File: config.mk
export PLATFORM = sky130hd
export DESIGN_NAME = rshp_host
export DESIGN_NICKNAME = d
export VERILOG_FILES = /design/src/design/rshp_pkg.sv /design/src/design/rshp_fifo.sv /design/src/design/rshp_host.sv
export SDC_FILE = /design/constraint.sdc
export NUM_CORES = 1
export LEC_CHECK = 0
export ABC_AREA = 1
export BUFFER_PORTS_ARGS = -buffer_cell sky130_fd_sc_hd__buf_2
export CAP_MARGIN = 20
export CORE_MARGIN = 2
export CORE_UTILIZATION = 60
export CTS_BUF_LIST = sky130_fd_sc_hd__clkbuf_8
export CTS_CLUSTER_SIZE = 12
export DETAILED_ROUTE_END_ITERATION = 10
export PLACE_DENSITY = 0.78
export SKIP_CTS_REPAIR_TIMING = 1
export SYNTH_ARGS = -nofsm -noshare
export SYNTH_HDL_FRONTEND = slang
export SYNTH_HIERARCHICAL = 1
export SYNTH_SLANG_ARGS = --single-unit
File: constraint.sdc
create_clock -name REF_CLK -period 3.2 [get_ports REF_CLK]
set_input_delay 0.8 -clock REF_CLK [delete_from_list [all_inputs] [get_ports REF_CLK]]
set_output_delay 0.8 -clock REF_CLK [all_outputs]
set_load 0.01 [all_outputs]
File: src/design/rshp_pkg.sv
package rshp_pkg;

   // Reference clock and serial clock periods, all in ns
   localparam int CLK_PERIOD_NS     = 8;
   localparam int I2C_SCL_PERIOD_NS = 2500;
   localparam int SPI_SCL_PERIOD_NS = 160;

   // One quarter of a serial clock period in REF_CLK cycles, rounded up
   localparam int I2C_QUARTER_CYC =
      (I2C_SCL_PERIOD_NS + 4 * CLK_PERIOD_NS - 1) / (4 * CLK_PERIOD_NS);
   localparam int SPI_QUARTER_CYC =
      (SPI_SCL_PERIOD_NS + 4 * CLK_PERIOD_NS - 1) / (4 * CLK_PERIOD_NS);

   // Two-wire slave address and direction bit values
   localparam logic [6:0] SLAVE_ADDR = 7'h53;
   localparam logic       DIR_WRITE  = 1'h0;
   localparam logic       DIR_READ   = 1'h1;

   // Command byte layout of the four-line port
   localparam int CMD_DIR_BIT  = 7;
   localparam int CMD_ADDR_MSB = 6;

   // Bit index of the acknowledge slot, last data bit index
   localparam logic [3:0] ACK_BIT  = 4'h8;
   localparam logic [3:0] LAST_BIT = 4'h7;

   // Reset values
   localparam logic [7:0] BYTE_RST = 8'h00;

   // Controller states, one-hot
   typedef enum logic [4:0] {
      ST_IDLE  = 5'h01,
      ST_START = 5'h02,
      ST_LOAD  = 5'h04,
      ST_BYTE  = 5'h08,
      ST_STOP  = 5'h10
   } rshp_state_t;

   // Which byte of the message is on the wire
   typedef enum logic [1:0] {
      PH_DEV  = 2'h0,
      PH_REG  = 2'h1,
      PH_DEVR = 2'h2,
      PH_DATA = 2'h3
   } rshp_phase_t;

   // One transfer request from the user side
   typedef struct packed {
      logic       rw;
      logic [6:0] addr;
      logic [7:0] len;
   } rshp_cmd_t;

endpackage

File: src/design/rshp_fifo.sv
`timescale 1ns/1ns
module rshp_fifo #(
   parameter int W = 8,
   parameter int D = 8
) (
   // Clock and reset
   input  wire logic         clk,
   input  wire logic         rst,
   // Filling side
   input  wire logic         in_valid,
   input  wire logic [W-1:0] in_data,
   output logic              in_ready,
   // Draining side
   output logic              out_valid,
   output logic [W-1:0]      out_data,
   input  wire logic         out_ready
);
   localparam int AW = $clog2(D);

   logic [W-1:0]  mem [D];
   logic [AW-1:0] wptr;
   logic [AW-1:0] rptr;
   logic [AW:0]   cnt;

   // Head word moves into the output register whenever it is free
   wire           push     = in_valid && in_ready;
   wire           pull     = (cnt != '0) && (!out_valid || out_ready);
   wire [AW:0]    next_cnt = cnt + {{AW{1'b0}}, push} - {{AW{1'b0}}, pull};
   // Output register is one of the D words, else the buffer holds D+1
   wire           next_ov  = pull || (out_valid && !out_ready);
   wire [AW+1:0]  next_fill = {1'b0, next_cnt} + {{(AW+1){1'b0}}, next_ov};

   // Storage has no reset; only pointers and flags are control state
   always_ff @(posedge clk) begin
      if (push) begin
         mem[wptr] <= in_data;
      end
      if (pull) begin
         out_data <= mem[rptr];
      end
   end

   // Pointers, fill count and registered full flag
   always_ff @(posedge clk) begin
      if (rst) begin
         wptr      <= '0;
         rptr      <= '0;
         cnt       <= '0;
         in_ready  <= 1'b0;
         out_valid <= 1'b0;
      end else begin
         wptr      <= push ? wptr + 1'b1 : wptr;
         rptr      <= pull ? rptr + 1'b1 : rptr;
         cnt       <= next_cnt;
         in_ready  <= next_fill < (AW+2)'(D);
         out_valid <= next_ov;
      end
   end
endmodule

File: src/design/rshp_host.sv
`timescale 1ns/1ns
module rshp_host
   import rshp_pkg::*;
#(
   parameter int FIFO_DEPTH = 8
) (
   // Clock and reset
   input  wire logic       REF_CLK,
   input  wire logic       RST,
   // Command request
   input  wire logic       MODE_I2C,
   input  wire logic       CMD_VALID,
   input  wire rshp_cmd_t  CMD,
   output logic            CMD_READY,
   // Write data stream
   input  wire logic       WR_VALID,
   input  wire logic [7:0] WR_DATA,
   output logic            WR_READY,
   // Read data
   output logic            RD_VALID,
   output logic [7:0]      RD_DATA,
   // Status
   output logic            BUSY,
   output logic            DONE,
   output logic            ERR,
   input  wire logic       MAIN_PWR_OK,
   // Device pins
   output logic            BUS_SELECT_PIN,
   output logic            SCL_O,
   output logic            SCL_OE_N,
   input  wire logic       SDA_I,
   output logic            SDA_O,
   output logic            SDA_OE_N,
   output logic            SERIAL_IN_LINE,
   input  wire logic       SERIAL_OUT_LINE
);
   rshp_state_t st;
   rshp_phase_t phase;
   rshp_cmd_t   cur;
   logic        i2c;
   logic [1:0]  q;
   logic [6:0]  qcnt;
   logic [3:0]  bitn;
   logic [7:0]  shreg;
   logic [7:0]  rx;
   logic [7:0]  cnt;
   logic        tx;
   logic        nack;
   logic        recov;
   logic        scl;
   logic        sda;
   logic        rd_pulse;
   logic        done_pulse;
   logic [2:0]  sync1;
   logic [2:0]  sync2;
   logic        fifo_valid;
   logic [7:0]  fifo_data;

   // Pins from the far side pass two flops before anyone looks at them
   always_ff @(posedge REF_CLK) begin
      sync1 <= {SDA_I, SERIAL_OUT_LINE, MAIN_PWR_OK};
      sync2 <= sync1;
   end

   // Decoding of synchronised inputs and sequencing conditions
   wire       sda_s    = sync2[2];
   wire       sdo_s    = sync2[1];
   wire       pwr_s    = sync2[0];
   wire       tick     = (qcnt == 7'h00);
   wire [6:0] quarter  = i2c ? 7'(I2C_QUARTER_CYC - 1)
                             : 7'(SPI_QUARTER_CYC - 1);
   wire       in_bit   = i2c ? sda_s : sdo_s;
   wire [3:0] last_idx = i2c ? ACK_BIT : LAST_BIT;
   wire       accept   = (st == ST_IDLE) && CMD_VALID && CMD_READY;
   wire       need_wr  = (phase == PH_DATA) && !cur.rw && (cnt != 8'h00);
   wire       pop      = (st == ST_LOAD) && need_wr && fifo_valid;
   wire       rd_data  = (phase == PH_DATA) && cur.rw;

   // Byte to shift next; on the two-wire port the slave address goes before the register address
   wire [7:0] spi_cmd  = {cur.rw, cur.addr};
   wire [7:0] dev_byte = {SLAVE_ADDR, (phase == PH_DEVR) ? DIR_READ
                                                         : DIR_WRITE};
   wire [7:0] load_byte =
      (phase == PH_DATA) ? (cur.rw ? (i2c ? 8'hff : BYTE_RST) : fifo_data)
    : (phase == PH_REG)  ? {1'b0, cur.addr}
    : i2c                ? dev_byte
    :                      spi_cmd;

   // Write data waits here; the engine stalls in LOAD while it is empty
   rshp_fifo #(.W(8), .D(FIFO_DEPTH)) u_fifo (
      .clk       (REF_CLK),
      .rst       (RST),
      .in_valid  (WR_VALID),
      .in_data   (WR_DATA),
      .in_ready  (WR_READY),
      .out_valid (fifo_valid),
      .out_data  (fifo_data),
      .out_ready (pop)
   );

   // Quarter-period timebase; held at phase 0 while idle or loading
   always_ff @(posedge REF_CLK) begin
      if (RST || st == ST_IDLE || st == ST_LOAD) begin
         qcnt <= 7'h00;
         q    <= 2'h0;
      end else begin
         qcnt <= tick ? quarter : qcnt - 7'h01;
         q    <= tick ? q + 2'h1 : q;
      end
   end

   // Bus sequencer
   always_ff @(posedge REF_CLK) begin
      rd_pulse   <= 1'b0;
      done_pulse <= 1'b0;
      if (RST) begin
         st    <= ST_IDLE;
         phase <= PH_DEV;
         cur   <= '0;
         i2c   <= 1'b0;
         bitn  <= 4'h0;
         shreg <= BYTE_RST;
         rx    <= BYTE_RST;
         cnt   <= BYTE_RST;
         tx    <= 1'b1;
         nack  <= 1'b0;
         recov <= 1'b1;
         scl   <= 1'b0;
         sda   <= 1'b1;
         ERR   <= 1'b0;
      end else if (!pwr_s && st != ST_IDLE) begin
         st    <= ST_IDLE;
         ERR   <= 1'b1;
         recov <= recov || i2c;
         scl   <= i2c;
         sda   <= 1'b1;
         // The caller still sees the cut transfer end, flagged by ERR
         done_pulse <= 1'b1;
      end else begin
         case (st)
            ST_IDLE: begin
               i2c <= MODE_I2C;
               scl <= MODE_I2C;               // Idle clock level per mode
               sda <= 1'b1;
               if (accept) begin
                  cur   <= CMD;
                  cnt   <= CMD.len;
                  phase <= PH_DEV;
                  ERR   <= 1'b0;
                  st    <= (recov && i2c) ? ST_STOP : ST_START;
               end
            end
            ST_START: if (tick) begin
               case (q)
                  2'h0: sda <= i2c;
                  2'h1: scl <= i2c;
                  2'h2: sda <= i2c ? 1'b0 : sda;
                  default: begin
                     scl <= 1'b0;
                     st  <= ST_LOAD;
                  end
               endcase
            end
            ST_LOAD: begin
               bitn <= 4'h0;
               nack <= 1'b0;
               if (phase == PH_DATA && cnt == 8'h00) begin
                  st <= ST_STOP;
               end else if (!need_wr || fifo_valid) begin
                  shreg <= load_byte;
                  tx    <= !rd_data;
                  st    <= ST_BYTE;
               end
            end
            ST_BYTE: if (tick) begin
               case (q)
                  2'h0: scl <= 1'b0;
                  2'h1: begin                 // Change data with clock low
                     if (bitn != ACK_BIT) begin
                        sda <= i2c ? (!tx || shreg[7]) : sda;
                     end else begin
                        sda <= tx || (cnt == 8'h01);
                     end
                  end
                  2'h2: begin
                     scl <= 1'b1;
                     if (bitn != ACK_BIT) begin
                        rx <= {rx[6:0], in_bit};
                     end else begin
                        nack <= tx && in_bit;
                     end
                  end
                  default: begin
                     if (bitn != last_idx) begin
                        bitn  <= bitn + 4'h1;
                        shreg <= {shreg[6:0], 1'b0};
                     end else if (nack) begin
                        ERR <= 1'b1;
                        st  <= ST_STOP;
                     end else begin
                        st <= ST_LOAD;
                        case (phase)
                           PH_DEV:  phase <= i2c ? PH_REG : PH_DATA;
                           PH_REG: begin
                              phase <= cur.rw ? PH_DEVR : PH_DATA;
                              st    <= cur.rw ? ST_START : ST_LOAD;
                              // Clock low first, so the slave lets go of
                              // its acknowledge before the restart
                              scl   <= !cur.rw;
                           end
                           PH_DEVR: phase <= PH_DATA;
                           default: begin
                              cnt      <= cnt - 8'h01;
                              rd_pulse <= cur.rw;
                           end
                        endcase
                     end
                  end
               endcase
            end
            ST_STOP: if (tick) begin
               case (q)
                  2'h0: scl <= 1'b0;
                  2'h1: sda <= i2c ? 1'b0 : sda;
                  2'h2: scl <= i2c;
                  default: begin
                     sda        <= 1'b1;
                     // A four-line frame leaves a pending recovery alone
                     recov      <= recov && !i2c;
                     done_pulse <= !(recov && i2c);
                     st         <= (recov && i2c) ? ST_START : ST_IDLE;
                  end
               endcase
            end
            default: st <= ST_IDLE;
         endcase
      end
   end

   // Every output leaves from a flop; open-drain lines only pull low
   always_ff @(posedge REF_CLK) begin
      if (RST) begin
         BUS_SELECT_PIN <= 1'b0;
         SCL_O          <= 1'b0;
         SCL_OE_N       <= 1'b0;
         SDA_O          <= 1'b1;
         SDA_OE_N       <= 1'b0;
         SERIAL_IN_LINE <= 1'b0;
         CMD_READY      <= 1'b0;
         RD_VALID       <= 1'b0;
         RD_DATA        <= BYTE_RST;
         BUSY           <= 1'b0;
         DONE           <= 1'b0;
      end else begin
         BUS_SELECT_PIN <= i2c;
         SCL_O          <= i2c ? 1'b0 : scl;
         SCL_OE_N       <= i2c ? scl : 1'b0;
         SDA_O          <= i2c ? 1'b0 : sda;
         SDA_OE_N       <= i2c ? sda : 1'b0;
         SERIAL_IN_LINE <= shreg[7];
         CMD_READY      <= (st == ST_IDLE) && !accept && pwr_s;
         RD_VALID       <= rd_pulse;
         RD_DATA        <= rx;
         BUSY           <= (st != ST_IDLE);
         DONE           <= done_pulse;
      end
   end
endmodule

---- Yosys cells after proc, flatten, opt, wreduce, memory -nomap -nowiden ----
Memories as Yosys holds them, arrays and structs flattened. A register that Yosys moved wholly into a read port is not among the register bits.
Cells that the tools add are included.
cells by class
  $add $sub $neg .......................... 9
  $lt $le $gt $ge ......................... 1
  equal/unequal tests ..................... 49
  muxes and demuxes ....................... 94
  bitwise logic cells ..................... 5
  reduce and logical (&&, ||, !) cells .... 69
operators by type and width
  kind                                                 count
  two-way mux 8 bit                                    16
  two-way mux 5 bit                                    12
  two-way mux 1 bit                                    36
  inequality test 3 bit, second input constant         11
  inequality test 2 bit, second input constant         16
  case mux 8 bit (2 select lines)                      2
  case mux 5 bit (5 select lines)                      1
  AND reduction 8 bit                                  3
  logical AND 1 bit                                    17
  two-way mux 4 bit                                    4
  inequality test 5 bit, second input constant         3
  AND reduction 5 bit                                  3
  two-way mux 2 bit                                    7
  two-way mux 7 bit                                    2
  inequality test 4 bit, second input constant         3
  case mux 1 bit (2 select lines)                      6
  OR reduction 12 bit                                  1
  zero test 1 bit                                      10
  AND reduction 10 bit                                 1
  AND reduction 9 bit                                  1
  equality test 8 x 1 -> 1 bit, second input constant  1
  zero test 8 bit                                      1
  logical OR 1 bit                                     8
  case mux 1 bit (4 select lines)                      2
  40 further kinds                                     60
word-level totals
  register bits after elaboration ......... 97
  bits in writable memories ............... 64
  memories kept ........................... 1
memory list
  name        depth  bits a word  read ports  clocked after Yosys merged registers in  write ports  RTL line         text
  u_fifo.mem  8      8            1           1                                        1            rshp_fifo.sv:20  logic [W-1:0] mem [D];

---- Depth between registers and ports, before layout ----
Gate-level depths: netlist of the first run.
  word-level depth ........................ 10
  gate-level depth with buffers ........... 20
  mapped depth without buffers ............ 20

---- By module ----
Netlist of the first run, hierarchy kept.
by module, submodules not included
  module     times used  cells each  area each (µm²)  sequential area each (µm²)
  rshp_host  1           602         4,237.8          1,701.6
  rshp_fifo  1           339         3,588.4          2,402.3

---- Least setup slack after synthesis of the first run ----
Ideal clock, no wire load.
  kind .................................... flip-flop to flip-flop
  start ................................... reg phase[0]
  end ..................................... reg u_fifo.in_ready
  setup time .............................. 0.111 ns
  data arrival time ....................... 2.581 ns
  data required time ...................... 3.089 ns
  path slack .............................. 0.509 ns
  cell stages (with the launch flop) ...... 19
  buffers on the path ..................... 0
  cell sequence ........................... dfxtp_1 > ha_1 > inv_1 > nor2_1 > nand3_1 > nor2_1 > inv_1 > nand2_1 > nand2_1 > inv_1 > ha_1 > inv_1 > ha_1 > fa_1 > nand2_1 > nor2_1 > nand2_1 > nand2_1 > nor2_1
on the way
  word-level cells in the longest chain between the ends .. 10
  elaborated cells between the ends (all ways) .. 13
  those cells by class .................... 2 x add/sub; 1 x order compare; 1 x eq/ne; 9 x reduce/logical
ends and longest elaborated chain
  item                            RTL line          text
  start, declared                 rshp_host.sv:38   rshp_phase_t phase;
  start signal, assigned          rshp_host.sv:203  PH_DEV: phase <= i2c ? PH_REG : PH_DATA;
  start signal, assigned          rshp_host.sv:205  phase <= cur.rw ? PH_DEVR : PH_DATA;
  equality test 2 bit             rshp_host.sv:75   wire need_wr = (phase == PH_DATA) && !cur.rw && (cnt != 8'h00);
  logical AND 1 bit (2 in a row)  rshp_host.sv:75
  logical AND 1 bit (2 in a row)  rshp_host.sv:76   wire pop = (st == ST_LOAD) && need_wr && fifo_valid;
  via pop                         rshp_host.sv:76
  logical OR 1 bit                rshp_fifo.sv:27   wire pull = (cnt != '0) && (!out_valid || out_ready);
  logical AND 1 bit               rshp_fifo.sv:27
  via u_fifo.pull                 rshp_fifo.sv:27
  subtractor 4 x 1 -> 4 bit       rshp_fifo.sv:28   wire [AW:0] next_cnt = cnt + {{AW{1'b0}}, push} - {{AW{1'b0}}, pull};
  via u_fifo.next_cnt[1]          rshp_fifo.sv:28
  adder 4 x 1 -> 5 bit            rshp_fifo.sv:31   wire [AW+1:0] next_fill = {1'b0, next_cnt} + {{(AW+1){1'b0}}, next_ov};
  < comparator 5 x 4 -> 1 bit     rshp_fifo.sv:55   in_ready <= next_fill < (AW+2)'(D);
  end signal, assigned            rshp_fifo.sv:55
  end, declared                   rshp_fifo.sv:12   output logic in_ready,
The timed path passes the listed nets, and every way through them passes these cells.
A chain may end at the register's enable or synchronous reset.

---- Final worst setup path of the first run ----
  start ................................... reg phase[1]
  end ..................................... reg u_fifo.in_ready
Same word-level chain as after synthesis.

==> results of run 1 <==
area by class of cell:
| cell class | count | area share |
|---|---|---|
| Timing Repair Buffer | 58 | 0.0361 |
| Clock buffer | 19 | 0.0307 |
| Clock inverter | 13 | 0.0123 |
| Multi-Input combinational cell | 655 | 0.373 |
| Inverter | 89 | 0.0407 |
| Tap cell | 172 | 0.0253 |
| Sequential cell | 169 | 0.482 |
registers in the layout, summed over array words and instances, names as in the netlist, 4 cells and up, named ones only:
register,flops
u_fifo/mem,64
RD_DATA,8
cnt,8
cur,8
rx,8
shreg,8
u_fifo/out_data,8
qcnt,7
st,5
bitn,4
u_fifo/cnt,4
cell usage in the layout, fill, tap and decap left out, types with 16 or more instances in the layout:
master	synthesis	layout
clkbuf_8	0	19
nand2_1	266	266
nor2_1	135	135
o21ai_0	64	64
nand3_1	37	37
buf_2	4	51
nand4_1	16	16
inv_1	79	83
a21oi_1	45	45
edfxtp_1	72	72
ha_1	23	23
dfxtp_1	97	97
power by group through the flow:
stage          sequential, µW  clock [µW]  combinational [µW]
2_1_floorplan            2750           0                1840
3_3_place_gp             2820           0                2190
3_5_place_dp             2830           0                2240
4_1_cts                  2780        1420                2250
5_1_grt                  2810        1500                2590
6_report                 2780        1390                2270
final timing paths:
check,cells past startpoint,slack [ns],to
max,18,0.39,u_fifo/in_ready
min,0,0.33,sync2[1]
max reg2reg,18,0.39,u_fifo/in_ready
min reg2reg,0,0.33,sync2[1]
worst max-delay path, stage by stage, from the launching register on:
cell     delay [ns]
dfxtp_1        0.39
ha_1           0.31
inv_1          0.13
nor2_1         0.17
nand3_1        0.10
nor2_1         0.09
inv_1          0.04
nand2_1        0.14
nand2_1        0.11
inv_1          0.08
ha_1           0.12
inv_1          0.05
ha_1           0.18
fa_1           0.52
nand2_1        0.06
nor2_1         0.11
nand2_1        0.05
nand2_1        0.05
nor2_1         0.04
logic make-up after synthesis:
kind of cell	Yosys count	share of synthesized area
multiplexers	1	0.00128
adder cells (fa/ha/maj)	24	0.0393
AO/OA/AOI/OAI	131	0.0862
flip-flops	169	0.524
XOR/XNOR	8	0.00895
buffers and inverters	117	0.0695
AND/OR/NAND/NOR	491	0.270
metal layers:
layer  wire length, µm  up-vias  share of wire
met5                 0        -              0
met3               829       41          0.051
met1              6630     2833           0.41
li1                  -     3145              -
met4               464        0          0.029
met2              8200      201           0.51
stage by stage:
stage / setup slack [ns] / power (µW) / util / instance area (µm²) / instances
after floorplan: 0.509 / 4600 / - / 7830 / 941
after global placement: 0.533 / 5010 / 0.643 / 8150 / 1143
after detailed placement: 0.430 / 5060 / 0.643 / 8150 / 1143
after CTS: 0.405 / 6450 / 0.672 / 8520 / 1175
after global routing: 0.0359 / 6890 / 0.672 / 8520 / 1175
final: 0.392 / 6440 / 0.672 / 8520 / 1175
==> impl_metrics.csv, run 1 <==
group,metric,value,unit
worst_hold_path,hold_start,"sync1[1]",
setup_path,required,3.56,ns
power,clkPwrFrac,0.216,
sta,max_freq,0.356,GHz
floorplanning,initial_utilization,0.618,
cells_and_area,seq_area,4100,µm²
synth,dominantRegCellSynth,"dfxtp_1",
synth,ys_ff_latch,169,
floorplanning,placementRows,41,
global_route,grt_use_met2,0.423,
setup_path,start_kind,"flop",
global_route,met1_usage,0.269,
floorplanning,dieArea,14000,µm²
power,power.switching,2480,µW
power,combPwrFrac,0.352,
synth,synthArstFlopShare,0,
power,p_per_area,756,nW/µm²
synth,syn_area,7830,µm²
placement,dp_hpwl,11.4,mm
floorplanning,chipHeight,118,µm
power,internal_power,3960,µW
clocking,clock-sinks,169,
placement,routabilityCongestion,0.958,
cells_and_area,areaGrowthSynthToFinish,8.84,%
global_route,grt_pass1_vias,5767,
floorplanning,die_x,118,µm
synth,synth_commonest_cells,"nand2_1 (266), nor2_1 (135), dfxtp_1 (97)",
cells_and_area,multi_input_area,3180,µm²
cells_and_area,finalNetCount,1046,
clocking,clk_pin_slew,0.09,ns
sta,hold_violations,0,
cells_and_area,fillers,1088,
worst_hold_path,hp-class,"reg2reg",
sta,worst_slew_pin_slew,0.829,ns
power,vdd_drop_max,0.534,mV
drt,drt-total-wl,16.1,mm
global_route,overflow,0,
sta,fin_skew,0.0129,ns
clocking,cts_buffers,17,
synth,synth_edf_count,72,
sta,setup_violations,0,
drt,via_per_inst,5.29,
setup_path,critPathCaptureType,"flop",
drt,firstDrtPassIters,6,
synth,avgSynthCellArea,8.32,µm²
drt,routedWlPerCell,13.7,µm
setup_path,path_class,"reg2reg",
placement,io_buffer_count,51,
floorplanning,pin_count,52,
synth,yosysUniqueCellTypes,43,
power,p_leak,0.00373,µW
floorplanning,core_area,12700,µm²
sta,slew_viol_final,0,
drt,ant_nets,0,
synth,synth_largest_type_area_fraction,0.276,
setup_path,crit_fanout,7,
drt,vias,6220,
clocking,clkLatencyLatePin,0.45,ns
synth,synthCells,941,
power,p_seq_frac,0.432,
sta,slew_headroom,0.445,
drt,remaining_drc_errors,0,
power,switching_share,0.384,
global_route,busiest_layer,"met2",
drt,drt_iter0_drc,502,
setup_path,r2r_start,"phase[1]",
cells_and_area,drive_gt1_frac,0.125,
synth,synth.top_cells.by_area,"edfxtp_1 (28%), dfxtp_1 (25%), nand2_1 (13%)",
job,max_cap_viol_count,0,
setup_path,critPathLaunch,"phase[1]",
global_route,met3_usage,0.0516,
sta,fin_tns_setup,0,ns
global_route,grt_max_degree,39,
synth,ys_seq_area_frac,0.524,
global_route,grt_first_pass_wirelength,26.2,mm
run_status,outcome,"completed",
global_route,grt_usage,0.238,
synth,ys.warnings.count,6,
clocking,clockBufferDepth,2,
synth,syn-num-nets,997,
sta,rsz0062_at_grt,"false",
sta,min_period,2.81,ns
synth,synth_top_cell_by_area,"edfxtp_1",
clocking,cts_root_buffer,"clkbuf_8",
clocking,cts_max_level,4,
setup_path,cp.arrival,3.17,ns
synth,synth_most_common_cell,"nand2_1",
clocking,tritoncts,"yes",
global_route,antenna_found_initial,0,
cells_and_area,n_antenna_cell,0,
sta,fin_crit_sh,0.878,
sta,whs,0.332,ns
Power figures use the tool's default switching activity.
==> run 2, diff against run 1 <==
==> constraint.sdc (replaced) <==
create_clock -name REF_CLK -period 2.6 [get_ports REF_CLK]
set_input_delay 0.65 -clock REF_CLK [delete_from_list [all_inputs] [get_ports REF_CLK]]
set_output_delay 0.65 -clock REF_CLK [all_outputs]
set_load 0.01 [all_outputs]
==> run 2 against run 1 <==
Via count grew 2.1%. Total power grew 30%. Setup slack got worse by 0.32 ns. Combinational power is 34% higher. Global-route usage increased by 0.68 points. Clock skew rose by 0.0016 ns. Utilization increased by 2.3 points. Hold slack worse by 0.037 ns. Die area is the same. Sequential share of layout area decreased by 1.5 points. Cell count grew 2.2%. First-iteration DRC count is 2.2% higher. Critical path type unchanged.
==> impl_metrics.csv, run 2 (synthesis gave the netlist of run 1 again) <==
group,metric,value,unit
worst_hold_path,hp-class,"in2reg",
drt,remaining_drc_errors,0,
sta,fin_crit_sh,0.972,
placement,io_buffer_count,51,
setup_path,cpPeakStageDelay,0.54,ns
cells_and_area,drive_gt1_frac,0.162,
drt,ant_nets,0,
run_status,outcome,"completed",
power,p_leak,0.00387,µW
cells_and_area,mostFrequentLayoutCells,"nand2_1 (264), nor2_1 (134), dfxtp_1 (93), inv_1 (78), edfxtp_1 (72)",
setup_path,cp_slowest_cell,"fa_2",
clocking,clk_pin_slew,0.09,ns
placement,dp_hpwl,11.6,mm
clocking,cts_max_level,4,
sta,hold_violations,0,
sta,setup_violations,0,
drt,routedWlPerCell,14.1,µm
power,power,8370,µW
cells_and_area,finalNetCount,1072,
drt,vias,6352,
setup_path,cp_top_family,"adder cells",
global_route,grt_max_degree,39,
sta,fin_skew,0.0145,ns
clocking,clock-sinks,169,
floorplanning,die_x,118,µm
floorplanning,chipHeight,118,µm
clocking,tritoncts,"yes",
setup_path,cp.arrival,2.89,ns
cells_and_area,seq_area,4110,µm²
sta,worst_slack,0.0717,ns
global_route,grt_first_pass_wirelength,27.3,mm
global_route,overflow,0,
floorplanning,core_area,12700,µm²
clocking,cts_buffers,17,
sta,slew_headroom,0.504,
clocking,clkLatencyLatePin,0.45,ns
cells_and_area,largest_register,"u_fifo/mem",
global_route,antenna_found_initial,0,
setup_path,path_cells,"inv_2 -> ha_2 -> nand4_1 -> nand3_1 -> nor2_1 -> inv_1 -> nand2_2 -> nand2_2 -> inv_2 -> ha_4 -> inv_4 -> ha_4 -> fa_2 -> nand2_1 -> nor2_1 -> nand2_1 -> nand2_1 -> nor2_1",
drt,firstDrtPassIters,5,
placement,place_ws,0.00280,ns
cells_and_area,areaGrowthSynthToFinish,12.5,%
sta,max_freq,0.396,GHz
cells_and_area,finalCoreUtilization,0.695,
power,vdd_drop_max,0.899,mV
power,combPwrFrac,0.363,
floorplanning,placementRows,41,
drt,drt_iter0_drc,513,
power,p_seq_frac,0.408,
floorplanning,pin_count,52,
clocking,clockBufferDepth,2,
setup_path,crit_fanout,4,
cells_and_area,final_common_cell,"nand2_1",
floorplanning,initial_utilization,0.618,
sta,whs,0.295,ns
cells_and_area,multi_input_area,3220,µm²
sta,rsz0062_at_grt,"true",
floorplanning,dieArea,14000,µm²
sta,min_period,2.53,ns
power,clkPwrFrac,0.229,
setup_path,required,2.96,ns
power,internal_power,5180,µW
global_route,grt_usage,0.245,
cells_and_area,fillers,1031,
power,power.switching,3180,µW
placement,place_area,8320,µm²
global_route,grt_pass1_vias,6004,
drt,via_per_inst,5.29,
setup_path,critPathBufInv,4,
setup_path,start_kind,"flop",
setup_path,critPathCaptureType,"flop",
cells_and_area,design_area,8810,µm²
drt,drt-total-wl,16.9,mm
setup_path,path_class,"reg2reg",
placement,routabilityCongestion,0.960,
cells_and_area,n_antenna_cell,0,
sta,slew_viol_final,0,
power,switching_share,0.380,
cells_and_area,largest_reg_flops,64,
sta,worst_slew_pin_slew,0.743,ns
clocking,cts_root_buffer,"clkbuf_8",
power,p_per_area,950,nW/µm²
job,max_cap_viol_count,0,
run 2: per-stage QoR:
step / setup TNS, ns / instances
6_report: 0 / 1201
5_1_grt: -0.0955 / 1201
4_1_cts: -0.0312 / 1198
3_5_place_dp: 0 / 1166
3_3_place_gp: 0 / 1166
2_1_floorplan: 0 / 941
run 2: worst paths after layout:
kind	startpoint	end	slack (ns)	cells after the start
setup / recovery	cnt[1]	u_fifo/in_ready	0.07	18
setup reg to reg	cnt[1]	u_fifo/in_ready	0.07	18
hold / removal	SDA_I	sync1[2]	0.29	1
hold reg to reg	sync1[1]	sync2[1]	0.33	0
run 2: layout make-up:
class	count	area share
Sequential cell	169	0.467
Multi-Input combinational cell	655	0.365
Timing Repair Buffer	84	0.0571
Inverter	89	0.0396
Clock buffer	17	0.0266
Tap cell	172	0.0244
Clock inverter	15	0.0205
run 2: routing by layer:
metal	part of all wire	up-vias	GRT usage
li1	-	3193	-
met1	0.41	2912	0.281
met2	0.50	205	0.435
met3	0.052	42	0.0516
met4	0.029	0	0.114
met5	0	-	0
run 2: power by group through the flow:
stage / Clock [µW] / Combinational (µW) / Sequential, µW
3_5_place_dp: 0 / 2870 / 3460
3_3_place_gp: 0 / 2820 / 3450
4_1_cts: 1940 / 2890 / 3400
6_report: 1920 / 3040 / 3410
5_1_grt: 2040 / 3420 / 3450
2_1_floorplan: 0 / 2270 / 3390
==> run 3, diff against run 2 <==
--- a/config.mk
+++ b/config.mk
@@ -5,10 +5,10 @@
 export SDC_FILE = /design/constraint.sdc
 export NUM_CORES = 1
 export LEC_CHECK = 0
-export ABC_AREA = 1
+export ABC_AREA = 0
 export BUFFER_PORTS_ARGS = -buffer_cell sky130_fd_sc_hd__buf_2
 export CAP_MARGIN = 20
-export CORE_MARGIN = 2
+export CORE_MARGIN = 4
 export CORE_UTILIZATION = 60
 export CTS_BUF_LIST = sky130_fd_sc_hd__clkbuf_8
 export CTS_CLUSTER_SIZE = 12
@@ -17,5 +17,4 @@
 export SKIP_CTS_REPAIR_TIMING = 1
 export SYNTH_ARGS = -nofsm -noshare
 export SYNTH_HDL_FRONTEND = slang
-export SYNTH_HIERARCHICAL = 1
 export SYNTH_SLANG_ARGS = --single-unit
==> run 3 against run 2 <==
Utilization rose by 2.1 points. Wire length up 5.8%. First-iteration DRC count fell by 11%. Sequential share of layout area is 0.34 points higher. Setup slack got worse by 0.051 ns. Die area is 4.4% higher. Area after synthesis down 2.5%. Final area decreased by 0.75%. Total power shrank 0.33%. Combinational power grew 2%. Critical path depth is 8 lower. Critical path type unchanged. Largest power group unchanged.
==> impl_metrics.csv, run 3 <==
group,metric,value,unit
run_status,outcome,"completed",
sta,fin_crit_sh,0.992,
synth,dominantRegCellSynth,"dfxtp_1",
setup_path,critPathBufInv,1,
synth,synthCells,685,
synth,synth_top_cell_by_area,"edfxtp_1",
synth,synth_edf_count,72,
floorplanning,chipHeight,121,µm
drt,firstDrtPassIters,5,
synth,synth.top_cells.by_area,"edfxtp_1 (28%), dfxtp_1 (25%), mux4_2 (4.7%)",
floorplanning,pin_count,52,
synth,synth_most_common_cell,"dfxtp_1",
worst_hold_path,hold_start,"SDA_I",
placement,io_buffer_count,51,
cells_and_area,finalNetCount,821,
drt,routed.top_layer,"met4",
floorplanning,placementRows,40,
power,p_leak,0.00330,µW
job,max_cap_viol_count,0,
clocking,clk_pin_slew,0.09,ns
floorplanning,die_x,121,µm
sta,slew_viol_final,0,
synth,synth_commonest_cells,"dfxtp_1 (97), edfxtp_1 (72), nand2_1 (63)",
worst_hold_path,holdPathStages,1,
power,internal_power,5330,µW
drt,remaining_drc_errors,0,
sta,worst_slew_pin_slew,1.05,ns
placement,dp_hpwl,12.7,mm
synth,ys.warnings.count,0,
synth,synthArstFlopShare,0,
drt,dr_wl_met3,840,µm
setup_path,r2r_start,"cnt[4]",
power,switching_share,0.361,
synth,ys_ff_latch,169,
sta,hold_violations,0,
setup_path,cpPeakStageDelay,0.53,ns
cells_and_area,fin_cells,946,
sta,slew_headroom,0.297,
global_route,grt_first_pass_wirelength,28.9,mm
setup_path,crit_fanout,5,
sta,max_freq,0.388,GHz
setup_path,start_kind,"flop",
drt,drt-total-wl,17.9,mm
sta,whs,0.287,ns
synth,ys_seq_area_frac,0.538,
clocking,cts_root_buffer,"clkbuf_8",
cells_and_area,finalCoreUtilization,0.716,
clocking,clkLatencyLatePin,0.46,ns
setup_path,r2r_end,"u_fifo.in_ready",
clocking,cts_buffers,17,
placement,place_area,8310,µm²
clocking,clockBufferDepth,2,
drt,dr_wl_met2,9.18,mm
clocking,tritoncts,"yes",
power,vdd_drop_max,0.520,mV
synth,yosysUniqueCellTypes,82,
drt,routedWlPerCell,18.9,µm
cells_and_area,mostFrequentLayoutCells,"dfxtp_1 (94), edfxtp_1 (72), nand2_1 (62), buf_2 (51), nor2_1 (45)",
placement,routabilityCongestion,0.915,
cells_and_area,largest_register,"u_fifo.mem",
floorplanning,core_area,12200,µm²
synth,avgSynthCellArea,11.1,µm²
synth,synth_largest_type_area_fraction,0.283,
worst_hold_path,hold_end,"sync1[2]",
sta,min_period,2.58,ns
placement,numPlacedInstances,914,
worst_hold_path,hp-class,"in2reg",
floorplanning,initial_utilization,0.625,
power,p_per_area,954,nW/µm²
power,p_seq_frac,0.400,
setup_path,cp.arrival,2.94,ns
cells_and_area,n_antenna_cell,0,
setup_path,cp_slowest_cell,"fa_2",
power,combPwrFrac,0.373,
setup_path,path_cells,"nor4_4 -> and3_4 -> o31a_1 -> nor2_4 -> ha_4 -> inv_4 -> ha_4 -> fa_2 -> nand3_1 -> o211a_1",
power,power.switching,3010,µW
global_route,grt_usage,0.253,
setup_path,path_class,"reg2reg",
setup_path,cp_top_family,"adder cells",
cells_and_area,largest_reg_flops,64,
clocking,cts_max_level,4,
power,clkPwrFrac,0.227,
clocking,clock-sinks,169,
cells_and_area,drive_gt1_frac,0.233,
sta,rsz0062_at_grt,"true",
global_route,grt_pass1_vias,5659,
floorplanning,dieArea,14600,µm²
setup_path,r2r_cells,10,
cells_and_area,final_common_cell,"dfxtp_1",
drt,via_per_inst,5.94,
drt,vias,5617,
cells_and_area,design_area,8740,µm²
setup_path,rrSetupSlack,0.02,ns
global_route,antenna_found_initial,0,
drt,ant_nets,0,
cells_and_area,areaGrowthSynthToFinish,14.5,%
global_route,overflow,0,
drt,drt-met1-wl,7.45,mm
synth,syn-num-nets,741,
setup_path,cpMostUsedCell,"ha_4",
setup_path,required,2.96,ns
global_route,grt_max_degree,32,
drt,drt_iter0_drc,455,
synth,syn_area,7630,µm²
sta,fin_skew,0.0120,ns
sta,setup_violations,0,
setup_path,critPathCaptureType,"flop",
## run 3: cell types whose count changed after synthesis, sizes merged, moves of 26 or more
cell	delta
inv	-58
nand2	-214
nand3	-26
nor2	-98
nor2b	+27
o21ai	-53
## run 3: final cells by class
cell class / count / area (µm²)
Timing Repair Buffer: 94 / 578
Tap cell: 168 / 210
Inverter: 31 / 119
Fill cell: 895 / 3470
Multi-Input combinational cell: 452 / 3320
Sequential cell: 169 / 4110
Clock buffer: 17 / 234
Clock inverter: 15 / 168
## run 3: worst max-delay path by stage
stage                     cells after the start               to    from
after floorplan                              10  u_fifo.in_ready  cnt[6]
after global placement                       10  u_fifo.in_ready  cnt[6]
after detailed placement                     10  u_fifo.in_ready  cnt[6]
after CTS                                    10  u_fifo.in_ready  cnt[6]
after global routing                         11  u_fifo.in_ready  cnt[4]
final                                        10  u_fifo.in_ready  cnt[4]
## run 3: power by group through the flow
stage	logic, µW	registers, µW	clock network [µW]
4_1_cts	3030	3330	1920
2_1_floorplan	2180	3330	0
6_report	3110	3340	1890
3_5_place_dp	3000	3390	0
3_3_place_gp	2930	3370	0
5_1_grt	3400	3370	2050
## run 3: per-stage QoR
step | power [µW] | worst slack, ns | setup TNS (ns)
floorplan | 5510 | 0.00781 | 0
global placement | 6300 | 0.0318 | 0
detailed placement | 6390 | -0.0414 | -0.0414
CTS | 8270 | -0.0713 | -0.0713
global route | 8810 | -0.0852 | -0.0852
finish | 8340 | 0.0212 | 0
## run 3: logic make-up after synthesis
kind of cell / Yosys count / synth area share
AND/OR/NAND/NOR: 237 / 0.165
flip-flops: 169 / 0.538
AO/OA/AOI/OAI: 132 / 0.118
buffers and inverters: 64 / 0.0348
multiplexers: 49 / 0.0923
adder cells (fa/ha/maj): 24 / 0.0403
XOR/XNOR: 10 / 0.0115
## run 3: metal layers
| layer | GRT usage | vias to the layer above |
|---|---|---|
| met4 | 0.0822 | 0 |
| met5 | 0 | - |
| li1 | - | 2678 |
| met1 | 0.310 | 2725 |
| met2 | 0.446 | 179 |
| met3 | 0.0538 | 35 |
